[config.mk]
export PLATFORM = sky130hd
export DESIGN_NAME = dma_serial_port
export DESIGN_NICKNAME = d
export VERILOG_FILES = /design/src/core/dma_serial_pkg.sv /design/src/core/dma_serial_port.sv
export SDC_FILE = /design/constraint.sdc
export NUM_CORES = 2
export LEC_CHECK = 0
export BUFFER_PORTS_ARGS = -buffer_cell sky130_fd_sc_hd__buf_2
export CAP_MARGIN = 20
export CELL_PAD_IN_SITES_DETAIL_PLACEMENT = 0
export CELL_PAD_IN_SITES_GLOBAL_PLACEMENT = 1
export CORE_MARGIN = 10
export CORE_UTILIZATION = 33
export CTS_BUF_LIST = sky130_fd_sc_hd__clkbuf_2 sky130_fd_sc_hd__clkbuf_4 sky130_fd_sc_hd__clkbuf_8
export DETAILED_ROUTE_END_ITERATION = 7
export GPL_ROUTABILITY_DRIVEN = 0
export HOLD_SLACK_MARGIN = 0.08
export PLACE_DENSITY = 0.72
export SLEW_MARGIN = 20
export SYNTH_ARGS = -nofsm -noshare
export SYNTH_HDL_FRONTEND = slang
export SYNTH_SLANG_ARGS = --single-unit
[constraint.sdc]
create_clock -name ref_clk_i -period 4.79 [get_ports ref_clk_i]
set_clock_uncertainty 0.15 [all_clocks]
set_input_delay 1.437 -clock ref_clk_i [delete_from_list [all_inputs] [get_ports ref_clk_i]]
set_output_delay 1.437 -clock ref_clk_i [all_outputs]
set_load 0.03 [all_outputs]
[src/core/dma_serial_pkg.sv]
// Purpose: constants shared by the dma serial port
// Assumes: byte-addressed register map, 32-bit register data
// Notes: event flags are indexed by the EV_* constants
package dma_serial_pkg;
  localparam int ADDR_W = 12;
  localparam int CNT_W = 16;
  localparam int DIV_W = 16;
  localparam int NUM_EV = 11;
  // task trigger offsets
  localparam logic [11:0] TASK_BEGIN_RX = 12'h000;
  localparam logic [11:0] TASK_HALT_RX = 12'h004;
  localparam logic [11:0] TASK_BEGIN_TX = 12'h008;
  localparam logic [11:0] TASK_HALT_TX = 12'h00c;
  localparam logic [11:0] TASK_DRAIN = 12'h02c;
  // event flag index and offset
  localparam int EV_CTS = 0;
  localparam int EV_NCTS = 1;
  localparam int EV_ARRIVED = 2;
  localparam int EV_RX_END = 3;
  localparam int EV_SENT = 4;
  localparam int EV_TX_END = 5;
  localparam int EV_ERROR = 6;
  localparam int EV_RX_TIMEOUT = 7;
  localparam int EV_RX_BEGAN = 8;
  localparam int EV_TX_BEGAN = 9;
  localparam int EV_TX_HALTED = 10;
  localparam logic [NUM_EV-1:0][11:0] EV_ADDR = {12'h158, 12'h150, 12'h14c, 12'h144, 12'h124, 12'h120,
    12'h11c, 12'h110, 12'h108, 12'h104, 12'h100};
  // plain registers
  localparam logic [11:0] REG_ERR_SRC = 12'h480;
  localparam logic [11:0] REG_ENABLE = 12'h500;
  localparam logic [11:0] REG_BAUD_DIV = 12'h524;
  localparam logic [11:0] REG_RX_ADDR = 12'h534;
  localparam logic [11:0] REG_RX_LIMIT = 12'h538;
  localparam logic [11:0] REG_RX_AMOUNT = 12'h53c;
  localparam logic [11:0] REG_TX_ADDR = 12'h544;
  localparam logic [11:0] REG_TX_COUNT = 12'h548;
  localparam logic [11:0] REG_TX_AMOUNT = 12'h54c;
  localparam logic [11:0] REG_CONFIG = 12'h56c;
  // field layout
  localparam logic [3:0] ENABLE_ON = 4'h4;
  localparam int CFG_FC_BIT = 0;
  localparam int CFG_PAR_LSB = 1;
  localparam int CFG_STOP_BIT = 4;
  localparam int CFG_ODD_BIT = 8;
  localparam logic [2:0] PARITY_ON = 3'h7;
  localparam int ERR_OVERRUN = 0;
  localparam int ERR_PARITY = 1;
  localparam int ERR_FRAMING = 2;
  localparam int ERR_BREAK = 3;
  // timing
  localparam longint CLK_HZ = 250000000;
  localparam longint MAX_BAUD_BPS = 1000000;
  localparam logic [DIV_W-1:0] MIN_BIT_CYCLES = DIV_W'(CLK_HZ / MAX_BAUD_BPS);
  localparam logic [3:0] FRAME_BASE_BITS = 4'ha;
  localparam int FLOW_MARGIN = 4;
  localparam logic [2:0] GRACE_BYTES = 3'h4;
  typedef enum logic [1:0] {
    TX_IDLE = 2'b00,
    TX_FETCH = 2'b01,
    TX_WAIT = 2'b10,
    TX_SHIFT = 2'b11
  } tx_state_type;
  typedef enum logic [2:0] {
    RX_OFF = 3'b000,
    RX_RUN = 3'b001,
    RX_GRACE = 3'b010,
    RX_DRAIN = 3'b011,
    RX_TIMEOUT = 3'b100,
    RX_FLUSH = 3'b101
  } rx_state_type;
endpackage

[src/core/dma_serial_port.sv]
// Purpose: full-duplex serial port moving bytes to and from ram by dma
// Assumes: one clock; link pins sampled on ref_clk_i; byte-wide ram port
// Notes: bit time is set in clock cycles by the divisor register
// Behaviour
// - full duplex, lsb first, hardware flow control
// - addresses and counts double buffered at start
// - start transmit fetches bytes from set address
// - byte sent event per transmitted byte
// - transmit ends itself after programmed count
// - halt transmit stops, then halted event
// - early stop still raises transmit end
// - cts low pauses between bytes only
// - receive writes buffer, end when full
// - byte arrived event per received byte
// - amount counts bytes since last end
// - halt receive: end first, then timeout
// - early stop still raises receive end
// - four byte times accepted after halt
// - drain task empties fifo, raises end
// - rts drops on halt or fifo near full
// - no flow control: rts idle, overflow lost
// - framing error, then break after frame
// - parity bytes kept, framing bytes dropped
// - parity on/off, even/odd, stop bits
`timescale 1ns/1ps
module dma_serial_port #(
  parameter int FIFO_DEPTH = 8
) (
  // clock and reset
  input wire logic ref_clk_i,
  input wire logic rst_i,
  // register port
  input wire logic [11:0] reg_addr_i,
  input wire logic [31:0] reg_wdata_i,
  input wire logic reg_wr_i,
  input wire logic reg_rd_i,
  output logic [31:0] reg_rdata_o,
  // ram port, read data one cycle after mem_rd_o
  output logic [31:0] mem_addr_o,
  output logic [7:0] mem_wdata_o,
  output logic mem_wr_o,
  output logic mem_rd_o,
  input wire logic [7:0] mem_rdata_i,
  // serial link
  output logic txd_o,
  input wire logic rxd_i,
  input wire logic cts_n_i,
  output logic rts_n_o
);
  localparam int PW = $clog2(FIFO_DEPTH);
  localparam int CW = PW + 1;
  localparam logic [CW-1:0] DEPTH_C = CW'(FIFO_DEPTH);
  localparam logic [CW-1:0] RTS_LEVEL = CW'(FIFO_DEPTH - dma_serial_pkg::FLOW_MARGIN);

  // refuse depths that the pointers and the rts level cannot serve
  if (FIFO_DEPTH <= dma_serial_pkg::FLOW_MARGIN || FIFO_DEPTH != (1 << PW)) begin : g_bad_depth
    $error("FIFO_DEPTH must be a power of two above the flow margin");
  end

  function automatic logic [3:0] frame_bits(input logic par, input logic two);
    frame_bits = dma_serial_pkg::FRAME_BASE_BITS + {3'h0, par} + {3'h0, two};
  endfunction

  // configuration and shadow registers
  logic [3:0] enable_reg;
  logic [15:0] div_reg;
  logic [8:0] cfg_reg;
  logic [31:0] rx_addr_reg, tx_addr_reg;
  logic [15:0] rx_limit_reg, tx_count_reg;
  logic [15:0] rx_amount_reg, tx_amount_reg;
  logic [3:0] err_reg;
  logic [10:0] ev_reg;

  wire en = enable_reg == dma_serial_pkg::ENABLE_ON;
  wire fc_on = cfg_reg[dma_serial_pkg::CFG_FC_BIT];
  wire par_on = cfg_reg[dma_serial_pkg::CFG_PAR_LSB +: 3] == dma_serial_pkg::PARITY_ON;
  wire two_stop = cfg_reg[dma_serial_pkg::CFG_STOP_BIT];
  wire odd_par = cfg_reg[dma_serial_pkg::CFG_ODD_BIT];
  wire [15:0] div_m1 = div_reg - 16'h0001;
  wire [15:0] div_half = {1'b0, div_reg[15:1]};

  // task decode: one write of one fires a task when enabled
  wire task_go = reg_wr_i && reg_wdata_i[0] && en;
  wire t_begin_rx = task_go && reg_addr_i == dma_serial_pkg::TASK_BEGIN_RX;
  wire t_halt_rx = task_go && reg_addr_i == dma_serial_pkg::TASK_HALT_RX;
  wire t_begin_tx = task_go && reg_addr_i == dma_serial_pkg::TASK_BEGIN_TX;
  wire t_halt_tx = task_go && reg_addr_i == dma_serial_pkg::TASK_HALT_TX;
  wire t_drain = task_go && reg_addr_i == dma_serial_pkg::TASK_DRAIN;
  wire wr_err = reg_wr_i && reg_addr_i == dma_serial_pkg::REG_ERR_SRC;

  // event pulses from the engines
  logic p_sent_reg, p_tx_end_reg, p_tx_began_reg, p_tx_halted_reg;
  logic p_rx_end_reg, p_rx_to_reg, p_rx_began_reg, p_arrived_reg;
  logic [3:0] p_err_reg;
  logic cts_prev_reg;
  wire [10:0] ev_set = {p_tx_halted_reg, p_tx_began_reg, p_rx_began_reg, p_rx_to_reg, |p_err_reg,
    p_tx_end_reg, p_sent_reg, p_rx_end_reg, p_arrived_reg,
    cts_n_i && !cts_prev_reg, !cts_n_i && cts_prev_reg};

  wire [10:0] ev_hit;
  genvar gi;
  for (gi = 0; gi < dma_serial_pkg::NUM_EV; gi++) begin : g_ev
    assign ev_hit[gi] = reg_addr_i == dma_serial_pkg::EV_ADDR[gi];
  end
  wire [10:0] ev_clr = (reg_wr_i && !reg_wdata_i[0]) ? ev_hit : 11'h000;

  // register file writes; hardware set wins over software clear
  always_ff @(posedge ref_clk_i) begin
    if (rst_i) begin
      enable_reg <= 4'h0;
      div_reg <= dma_serial_pkg::MIN_BIT_CYCLES;
      cfg_reg <= 9'h000;
      rx_addr_reg <= 32'h0000_0000;
      tx_addr_reg <= 32'h0000_0000;
      rx_limit_reg <= 16'h0000;
      tx_count_reg <= 16'h0000;
      ev_reg <= 11'h000;
      err_reg <= 4'h0;
      cts_prev_reg <= 1'b1;
    end else begin
      cts_prev_reg <= cts_n_i;
      ev_reg <= ev_set | (ev_reg & ~ev_clr);
      err_reg <= p_err_reg | (err_reg & ~(wr_err ? reg_wdata_i[3:0] : 4'h0));
      if (reg_wr_i) begin
        unique case (reg_addr_i)
          dma_serial_pkg::REG_ENABLE: enable_reg <= reg_wdata_i[3:0];
          // bit time below the 1 Mbps floor is raised to it
          dma_serial_pkg::REG_BAUD_DIV: div_reg <= (reg_wdata_i[15:0] < dma_serial_pkg::MIN_BIT_CYCLES) ?
            dma_serial_pkg::MIN_BIT_CYCLES : reg_wdata_i[15:0];
          dma_serial_pkg::REG_CONFIG: cfg_reg <= reg_wdata_i[8:0];
          dma_serial_pkg::REG_RX_ADDR: rx_addr_reg <= reg_wdata_i;
          dma_serial_pkg::REG_RX_LIMIT: rx_limit_reg <= reg_wdata_i[15:0];
          dma_serial_pkg::REG_TX_ADDR: tx_addr_reg <= reg_wdata_i;
          dma_serial_pkg::REG_TX_COUNT: tx_count_reg <= reg_wdata_i[15:0];
          default: ;
        endcase
      end
    end
  end

  // read mux; unmapped offsets read zero
  wire [31:0] rd_mux =
    (|ev_hit) ? {31'h0, |(ev_hit & ev_reg)} :
    reg_addr_i == dma_serial_pkg::REG_ERR_SRC ? {28'h0, err_reg} :
    reg_addr_i == dma_serial_pkg::REG_ENABLE ? {28'h0, enable_reg} :
    reg_addr_i == dma_serial_pkg::REG_BAUD_DIV ? {16'h0, div_reg} :
    reg_addr_i == dma_serial_pkg::REG_CONFIG ? {23'h0, cfg_reg} :
    reg_addr_i == dma_serial_pkg::REG_RX_ADDR ? rx_addr_reg :
    reg_addr_i == dma_serial_pkg::REG_RX_LIMIT ? {16'h0, rx_limit_reg} :
    reg_addr_i == dma_serial_pkg::REG_RX_AMOUNT ? {16'h0, rx_amount_reg} :
    reg_addr_i == dma_serial_pkg::REG_TX_ADDR ? tx_addr_reg :
    reg_addr_i == dma_serial_pkg::REG_TX_COUNT ? {16'h0, tx_count_reg} :
    reg_addr_i == dma_serial_pkg::REG_TX_AMOUNT ? {16'h0, tx_amount_reg} : 32'h0000_0000;

  always_ff @(posedge ref_clk_i) begin
    if (rst_i) reg_rdata_o <= 32'h0000_0000;
    else reg_rdata_o <= reg_rd_i ? rd_mux : 32'h0000_0000;
  end

  // receive fifo
  logic [7:0] fifo_mem [FIFO_DEPTH];
  logic [PW-1:0] f_wr_reg, f_rd_reg;
  logic [CW-1:0] f_cnt_reg;
  wire f_empty = f_cnt_reg == '0;
  wire f_full = f_cnt_reg == DEPTH_C;

  // receive control and dma write side
  dma_serial_pkg::rx_state_type rx_state_reg;
  logic [31:0] rx_ptr_reg;
  logic [15:0] rx_lim_reg, rx_fill_reg;
  logic rx_ended_reg;
  logic [21:0] grace_reg;
  logic rx_busy_reg;
  wire rx_dma_state = rx_state_reg inside {dma_serial_pkg::RX_RUN, dma_serial_pkg::RX_GRACE,
    dma_serial_pkg::RX_DRAIN, dma_serial_pkg::RX_FLUSH};
  wire dma_go = rx_dma_state && !f_empty && !rx_ended_reg && rx_fill_reg != rx_lim_reg;
  wire rx_listen = rx_state_reg inside {dma_serial_pkg::RX_RUN, dma_serial_pkg::RX_GRACE};
  wire [3:0] rx_frame = frame_bits(par_on, two_stop);
  wire [21:0] grace_len = 22'(rx_frame * div_reg) * 22'(dma_serial_pkg::GRACE_BYTES);
  logic push;
  logic [7:0] push_data;

  always_ff @(posedge ref_clk_i) begin
    if (rst_i) begin
      rx_state_reg <= dma_serial_pkg::RX_OFF;
      rx_ptr_reg <= 32'h0000_0000;
      rx_lim_reg <= 16'h0000;
      rx_fill_reg <= 16'h0000;
      rx_amount_reg <= 16'h0000;
      rx_ended_reg <= 1'b1;
      grace_reg <= 22'h000000;
      p_rx_end_reg <= 1'b0;
      p_rx_to_reg <= 1'b0;
      p_rx_began_reg <= 1'b0;
    end else begin
      p_rx_end_reg <= 1'b0;
      p_rx_to_reg <= 1'b0;
      p_rx_began_reg <= 1'b0;
      if (dma_go) rx_fill_reg <= rx_fill_reg + 16'h0001;
      if (t_begin_rx && rx_state_reg inside {dma_serial_pkg::RX_OFF, dma_serial_pkg::RX_RUN}) begin
        rx_ptr_reg <= rx_addr_reg;
        rx_lim_reg <= rx_limit_reg;
        rx_fill_reg <= 16'h0000;
        rx_ended_reg <= 1'b0;
        p_rx_began_reg <= 1'b1;
        rx_state_reg <= dma_serial_pkg::RX_RUN;
      end else begin
        unique case (rx_state_reg)
          dma_serial_pkg::RX_OFF: begin
            if (t_drain) begin
              rx_ptr_reg <= rx_addr_reg;
              rx_lim_reg <= rx_limit_reg;
              rx_fill_reg <= 16'h0000;
              rx_ended_reg <= 1'b0;
              rx_state_reg <= dma_serial_pkg::RX_FLUSH;
            end else if (t_halt_rx) begin
              rx_state_reg <= dma_serial_pkg::RX_TIMEOUT;
            end
          end
          dma_serial_pkg::RX_RUN, dma_serial_pkg::RX_GRACE: begin
            if (!rx_ended_reg && rx_fill_reg == rx_lim_reg) begin
              p_rx_end_reg <= 1'b1;
              rx_amount_reg <= rx_fill_reg;
              rx_fill_reg <= 16'h0000;
              rx_ended_reg <= 1'b1;
            end
            if (rx_state_reg == dma_serial_pkg::RX_RUN) begin
              if (t_halt_rx) begin
                grace_reg <= grace_len;
                rx_state_reg <= dma_serial_pkg::RX_GRACE;
              end
            end else if (grace_reg != 22'h000000) begin
              grace_reg <= grace_reg - 22'h000001;
            end else if (!rx_busy_reg) begin
              rx_state_reg <= dma_serial_pkg::RX_DRAIN;
            end
          end
          dma_serial_pkg::RX_DRAIN: begin
            if (!dma_go) begin
              if (!rx_ended_reg) begin
                p_rx_end_reg <= 1'b1;
                rx_amount_reg <= rx_fill_reg;
                rx_fill_reg <= 16'h0000;
                rx_ended_reg <= 1'b1;
              end
              rx_state_reg <= dma_serial_pkg::RX_TIMEOUT;
            end
          end
          dma_serial_pkg::RX_TIMEOUT: begin
            p_rx_to_reg <= 1'b1;
            rx_state_reg <= dma_serial_pkg::RX_OFF;
          end
          dma_serial_pkg::RX_FLUSH: begin
            if (!dma_go) begin
              p_rx_end_reg <= 1'b1;
              rx_amount_reg <= rx_fill_reg;
              rx_fill_reg <= 16'h0000;
              rx_ended_reg <= 1'b1;
              rx_state_reg <= dma_serial_pkg::RX_OFF;
            end
          end
          default: rx_state_reg <= dma_serial_pkg::RX_OFF;
        endcase
      end
    end
  end

  // fifo pointers; a byte that meets a full fifo is lost
  always_ff @(posedge ref_clk_i) begin
    if (rst_i) begin
      f_wr_reg <= '0;
      f_rd_reg <= '0;
      f_cnt_reg <= '0;
    end else begin
      if (push && !f_full) begin
        fifo_mem[f_wr_reg] <= push_data;
        f_wr_reg <= f_wr_reg + 1'b1;
      end
      if (dma_go) f_rd_reg <= f_rd_reg + 1'b1;
      f_cnt_reg <= f_cnt_reg + CW'(push && !f_full) - CW'(dma_go);
    end
  end

  // receive shifter; start bit checked at mid-bit
  logic rx_prev_reg;
  logic [15:0] rx_cnt_reg;
  logic [3:0] rx_bit_reg;
  logic [9:0] rx_sh_reg;
  logic [20:0] brk_cnt_reg;
  logic brk_done_reg;
  wire [3:0] rx_last = frame_bits(par_on, 1'b0) - 4'h1;
  wire [9:0] sh_next = {rxd_i, rx_sh_reg[9:1]};
  wire [7:0] rx_byte = par_on ? sh_next[7:0] : sh_next[8:1];
  wire rx_par_bad = par_on && ((^sh_next[8:0]) != odd_par);
  wire [20:0] brk_len = 21'(frame_bits(par_on, 1'b0) * div_reg);
  wire rx_sample = rx_busy_reg && rx_cnt_reg == 16'h0000;
  wire rx_done = rx_sample && rx_bit_reg == rx_last;

  always_ff @(posedge ref_clk_i) begin
    if (rst_i) begin
      rx_prev_reg <= 1'b1;
      rx_busy_reg <= 1'b0;
      rx_cnt_reg <= 16'h0000;
      rx_bit_reg <= 4'h0;
      rx_sh_reg <= 10'h000;
      brk_cnt_reg <= 21'h000000;
      brk_done_reg <= 1'b0;
      push <= 1'b0;
      push_data <= 8'h00;
      p_arrived_reg <= 1'b0;
      p_err_reg <= 4'h0;
    end else begin
      rx_prev_reg <= rxd_i;
      push <= 1'b0;
      p_arrived_reg <= 1'b0;
      p_err_reg <= 4'h0;
      // a line held low past one frame is a break, after the framing error
      if (rxd_i || !en) begin
        brk_cnt_reg <= 21'h000000;
        brk_done_reg <= 1'b0;
      end else if (!brk_done_reg) begin
        brk_cnt_reg <= brk_cnt_reg + 21'h000001;
        if (brk_cnt_reg == brk_len) begin
          p_err_reg[dma_serial_pkg::ERR_BREAK] <= 1'b1;
          brk_done_reg <= 1'b1;
        end
      end
      if (!rx_busy_reg) begin
        if (rx_listen && rx_prev_reg && !rxd_i) begin
          rx_busy_reg <= 1'b1;
          rx_cnt_reg <= div_half;
          rx_bit_reg <= 4'h0;
        end
      end else if (!rx_sample) begin
        rx_cnt_reg <= rx_cnt_reg - 16'h0001;
      end else if (rx_bit_reg == 4'h0 && rxd_i) begin
        rx_busy_reg <= 1'b0;
      end else begin
        rx_cnt_reg <= div_m1;
        rx_bit_reg <= rx_bit_reg + 4'h1;
        rx_sh_reg <= sh_next;
        if (rx_done) begin
          rx_busy_reg <= 1'b0;
          if (!sh_next[9]) begin
            p_err_reg[dma_serial_pkg::ERR_FRAMING] <= 1'b1;
          end else begin
            push <= 1'b1;
            push_data <= rx_byte;
            p_arrived_reg <= 1'b1;
            p_err_reg[dma_serial_pkg::ERR_PARITY] <= rx_par_bad;
            p_err_reg[dma_serial_pkg::ERR_OVERRUN] <= f_full && !(dma_go && f_cnt_reg == DEPTH_C);
          end
        end
      end
    end
  end

  // transmit engine; ram reads yield to receive writes
  dma_serial_pkg::tx_state_type tx_state_reg;
  logic [31:0] tx_ptr_reg;
  logic [15:0] tx_left_reg;
  logic tx_stop_reg, tx_ended_reg;
  logic [11:0] tx_sh_reg;
  logic [3:0] tx_bit_reg;
  logic [15:0] tx_cnt_reg;
  wire [3:0] tx_last = frame_bits(par_on, two_stop) - 4'h1;
  wire cts_ok = !fc_on || !cts_n_i;
  wire tx_read = tx_state_reg == dma_serial_pkg::TX_FETCH && !tx_stop_reg && !t_halt_tx &&
    tx_left_reg != 16'h0000 && cts_ok && !dma_go;

  always_ff @(posedge ref_clk_i) begin
    if (rst_i) begin
      tx_state_reg <= dma_serial_pkg::TX_IDLE;
      tx_ptr_reg <= 32'h0000_0000;
      tx_left_reg <= 16'h0000;
      tx_amount_reg <= 16'h0000;
      tx_stop_reg <= 1'b0;
      tx_ended_reg <= 1'b1;
      tx_sh_reg <= 12'hfff;
      tx_bit_reg <= 4'h0;
      tx_cnt_reg <= 16'h0000;
      p_sent_reg <= 1'b0;
      p_tx_end_reg <= 1'b0;
      p_tx_began_reg <= 1'b0;
      p_tx_halted_reg <= 1'b0;
    end else begin
      p_sent_reg <= 1'b0;
      p_tx_end_reg <= 1'b0;
      p_tx_began_reg <= 1'b0;
      p_tx_halted_reg <= 1'b0;
      if (t_halt_tx && tx_state_reg != dma_serial_pkg::TX_IDLE) tx_stop_reg <= 1'b1;
      unique case (tx_state_reg)
        dma_serial_pkg::TX_IDLE: begin
          if (t_begin_tx) begin
            tx_ptr_reg <= tx_addr_reg;
            tx_left_reg <= tx_count_reg;
            tx_amount_reg <= 16'h0000;
            tx_ended_reg <= 1'b0;
            tx_stop_reg <= 1'b0;
            p_tx_began_reg <= 1'b1;
            tx_state_reg <= dma_serial_pkg::TX_FETCH;
          end else if (t_halt_tx) begin
            p_tx_halted_reg <= 1'b1;
          end
        end
        dma_serial_pkg::TX_FETCH: begin
          if (tx_stop_reg || t_halt_tx) begin
            p_tx_end_reg <= !tx_ended_reg;
            tx_ended_reg <= 1'b1;
            p_tx_halted_reg <= 1'b1;
            tx_stop_reg <= 1'b0;
            tx_state_reg <= dma_serial_pkg::TX_IDLE;
          end else if (tx_left_reg == 16'h0000) begin
            p_tx_end_reg <= 1'b1;
            tx_ended_reg <= 1'b1;
            tx_state_reg <= dma_serial_pkg::TX_IDLE;
          end else if (tx_read) begin
            tx_state_reg <= dma_serial_pkg::TX_WAIT;
          end
        end
        dma_serial_pkg::TX_WAIT: begin
          // data arrives the cycle after the read strobe
          if (!mem_rd_o) begin
            tx_sh_reg <= {2'h3, par_on ? ((^mem_rdata_i) ^ odd_par) : 1'b1, mem_rdata_i, 1'b0};
            tx_bit_reg <= 4'h0;
            tx_cnt_reg <= div_m1;
            tx_state_reg <= dma_serial_pkg::TX_SHIFT;
          end
        end
        dma_serial_pkg::TX_SHIFT: begin
          if (tx_cnt_reg != 16'h0000) begin
            tx_cnt_reg <= tx_cnt_reg - 16'h0001;
          end else if (tx_bit_reg != tx_last) begin
            tx_sh_reg <= {1'b1, tx_sh_reg[11:1]};
            tx_bit_reg <= tx_bit_reg + 4'h1;
            tx_cnt_reg <= div_m1;
          end else begin
            p_sent_reg <= 1'b1;
            tx_left_reg <= tx_left_reg - 16'h0001;
            tx_ptr_reg <= tx_ptr_reg + 32'h0000_0001;
            tx_amount_reg <= tx_amount_reg + 16'h0001;
            tx_state_reg <= dma_serial_pkg::TX_FETCH;
          end
        end
        default: tx_state_reg <= dma_serial_pkg::TX_IDLE;
      endcase
    end
  end

  // registered pins and ram strobes
  always_ff @(posedge ref_clk_i) begin
    if (rst_i) begin
      txd_o <= 1'b1;
      rts_n_o <= 1'b1;
      mem_addr_o <= 32'h0000_0000;
      mem_wdata_o <= 8'h00;
      mem_wr_o <= 1'b0;
      mem_rd_o <= 1'b0;
    end else begin
      txd_o <= tx_state_reg == dma_serial_pkg::TX_SHIFT ? tx_sh_reg[0] : 1'b1;
      rts_n_o <= !(fc_on && en && rx_state_reg == dma_serial_pkg::RX_RUN && !t_halt_rx &&
        f_cnt_reg < RTS_LEVEL);
      mem_wr_o <= dma_go;
      mem_rd_o <= tx_read;
      mem_wdata_o <= fifo_mem[f_rd_reg];
      mem_addr_o <= dma_go ? rx_ptr_reg + {16'h0000, rx_fill_reg} : tx_ptr_reg;
    end
  end
endmodule // dma_serial_port

==> impl_metrics.ini <==
[run_status]
status = finished, final reports clean

[yosys]
synthCells = 3691
syn-num-nets = 3897
ys_seq_elements = 568
ys_warn_count = 0
syn_area_per_cell_sq_um = 8.15
ys_types = 90
yosysSeqAreaShare = 0.400
ys_async_sr_fraction = 0
synthFlopType = dfxtp_1
synth_edf_count = 64
syn-cell-area_sq_um = 30100

[power]
p_comb_frac = 0.021
seqPwrFrac = 0.467
clockPowerShare = 0.512
switchingPower_w = 0.00239
vdd_drop_max_v = 0.000205
p_int_w = 0.00789
swShare = 0.232
leakagePower_nw = 12.9
power_density_nw_per_um2 = 298

[drt]
ant_nets = 0
drt_iter0_drc = 2724
vias = 27100
wl_per_cell_um = 20.0
dr.pass1.iters = 6
route.detailed.drc = 0
drt_wl_total_um = 101000
via_per_inst = 5.36

[sta]
maxSlewHeadroom = 0.326
fin_ws_ps = 334
rsz0062_at_grt = no
final_hold_viol_count = 0
setup_viol = 0
worst_pin_slew_ps = 1000
final_max_slew_viol_count = 0
fmax_mhz = 224
hold_slack_ps = 279
setup_tns_ps = 0
finalCritPeriodShare = 0.930
post-route-min-period_ps = 4460

[hold_path]
holdCritPathClass = reg2reg

[clock_tree]
cts_buffer_depth = 3
h-tree-depth = 3
cts_made_buffers = 101
clk_pin_slew_ps = 60
cts_tree = done
clk_latency_ps = 760
clock_sinks = 568
postCtsSetupBuffers = 0
cts.hold.buffers_added = 0
cts_root_buf = clkbuf_8

[die]
rows = 110
initial_core_util = 0.334
die_y_um = 322
ios = 134
coreArea_sq_um = 90100
dieArea_sq_um = 104000
die_x_um = 322

[global_route]
gr-usage-all-layers = 0.189
antenna_found_initial = 4
grt_pass1_wl_um = 154000
grt_pass1_vias = 25000
grt_max_degree = 140
grt-ovfl-total = 0

[worst_setup_path]
start_kind = flop
required_ps = 5310
critPathMaxFanout = 11
cp.arrival_ps = 4970
end_kind = flop
path_class = reg2reg

[placement]
placed_cells = 4869
hpwl_um = 73000
pre_cts_slack_ps = 158
port_buffers = 133

[layout]
nFillCells = 9257
ff_latch_area_sq_um = 12000
regMostFlops = fifo_mem
final_common_cell = nand2_1
fin_cells = 5058
drive_gt1_frac = 0.121
largest_reg_flops = 64
num-nets-final = 4002
multi_input_area_sq_um = 16700
area_growth_pct = 14.8
layout_common_cells = nand2_1 (683), dfxtp_1 (504), a21oi_1 (364)

[run]
maxCapViolations = 0
[critical path: stages, from the launching register on]
cell and delay (ps):
dfxtp_1 670, buf_4 240, ha_1 140, inv_1 50
fa_1 500, inv_1 40, ha_1 320, a21oi_1 610
o22ai_1 150, a211oi_1 260, nand4_1 110, nor4_1 260
nand4b_1 150, nor4_1 420, nand4_1 190, o21ai_0 110
[stage by stage]
stage	cell area, sq um	util	power (W)
floorplan	30100	-	0.00501
global placement	32100	0.356	0.00512
detailed placement	32100	0.356	0.00512
CTS	34500	0.382	0.0104
global route	34500	0.383	0.0106
finish	34500	0.383	0.0103
[logic make-up after synthesis]
family,after synthesis,share of synthesized area
compound gates,895,0.183
xor+xnor,149,0.0434
fa+ha+maj,148,0.0723
buf+inv,373,0.0480
flops,568,0.400
mux,69,0.0298
simple gates,1489,0.224
[per-layer routing]
layer,vias up,share of wire,track usage
li1,13200,-,-
met2,996,0.41,0.265
met5,-,0.00012,0
met4,2,0.017,0.0434
met3,127,0.091,0.0468
met1,12800,0.48,0.284
[cells in the mapped netlist, types with 48 or more instances]
library cell | number | area (sq um)
o21ai_0 | 157 | 786
nand3_1 | 105 | 526
nor2_1 | 323 | 1210
dfxtp_1 | 504 | 10100
nand2_1 | 683 | 2560
inv_1 | 152 | 571
edfxtp_1 | 64 | 1920
a22oi_1 | 75 | 563
mux2i_1 | 48 | 480
xnor2_1 | 70 | 613
clkbuf_1 | 188 | 706
a21oi_1 | 364 | 1820
ha_1 | 105 | 1310
a211oi_1 | 61 | 458
nor3_1 | 82 | 410
xor2_1 | 79 | 692
[power groups by stage]
stage                     Sequential, W  Clock [W]  Combinational, W
after floorplan                 0.00491          0          0.000103
after global placement          0.00491          0          0.000210
after detailed placement        0.00491          0          0.000208
after CTS                       0.00480    0.00537          0.000209
after global routing            0.00480    0.00557          0.000224
final                           0.00480    0.00526          0.000212
[timing repair]
action                                  in CTS  in global routing
endpoints found under the setup margin       0                  6
endpoints found under the hold margin        0                  0
resized for setup                            0                  8
[layout make-up]
class	count	area share
Multi-Input combinational cell	2750	0.484
Antenna cell	3	0.000218
Tap cell	1176	0.0426
Inverter	155	0.0169
Clock buffer	156	0.0575
Timing Repair Buffer	220	0.0403
Clock inverter	30	0.0108
Sequential cell	568	0.348
[worst paths after layout]
path / startpoint / to / slack, ps / cells past startpoint
setup reg to reg: div_reg[6] / brk_done_reg / 330 / 15
hold reg to reg: p_rx_end_reg / ev_reg[3] / 280 / 2
hold / removal: p_rx_end_reg / ev_reg[3] / 280 / 2
setup / recovery: div_reg[6] / brk_done_reg / 330 / 15
Note: power is estimated with default switching activity, not from simulation.
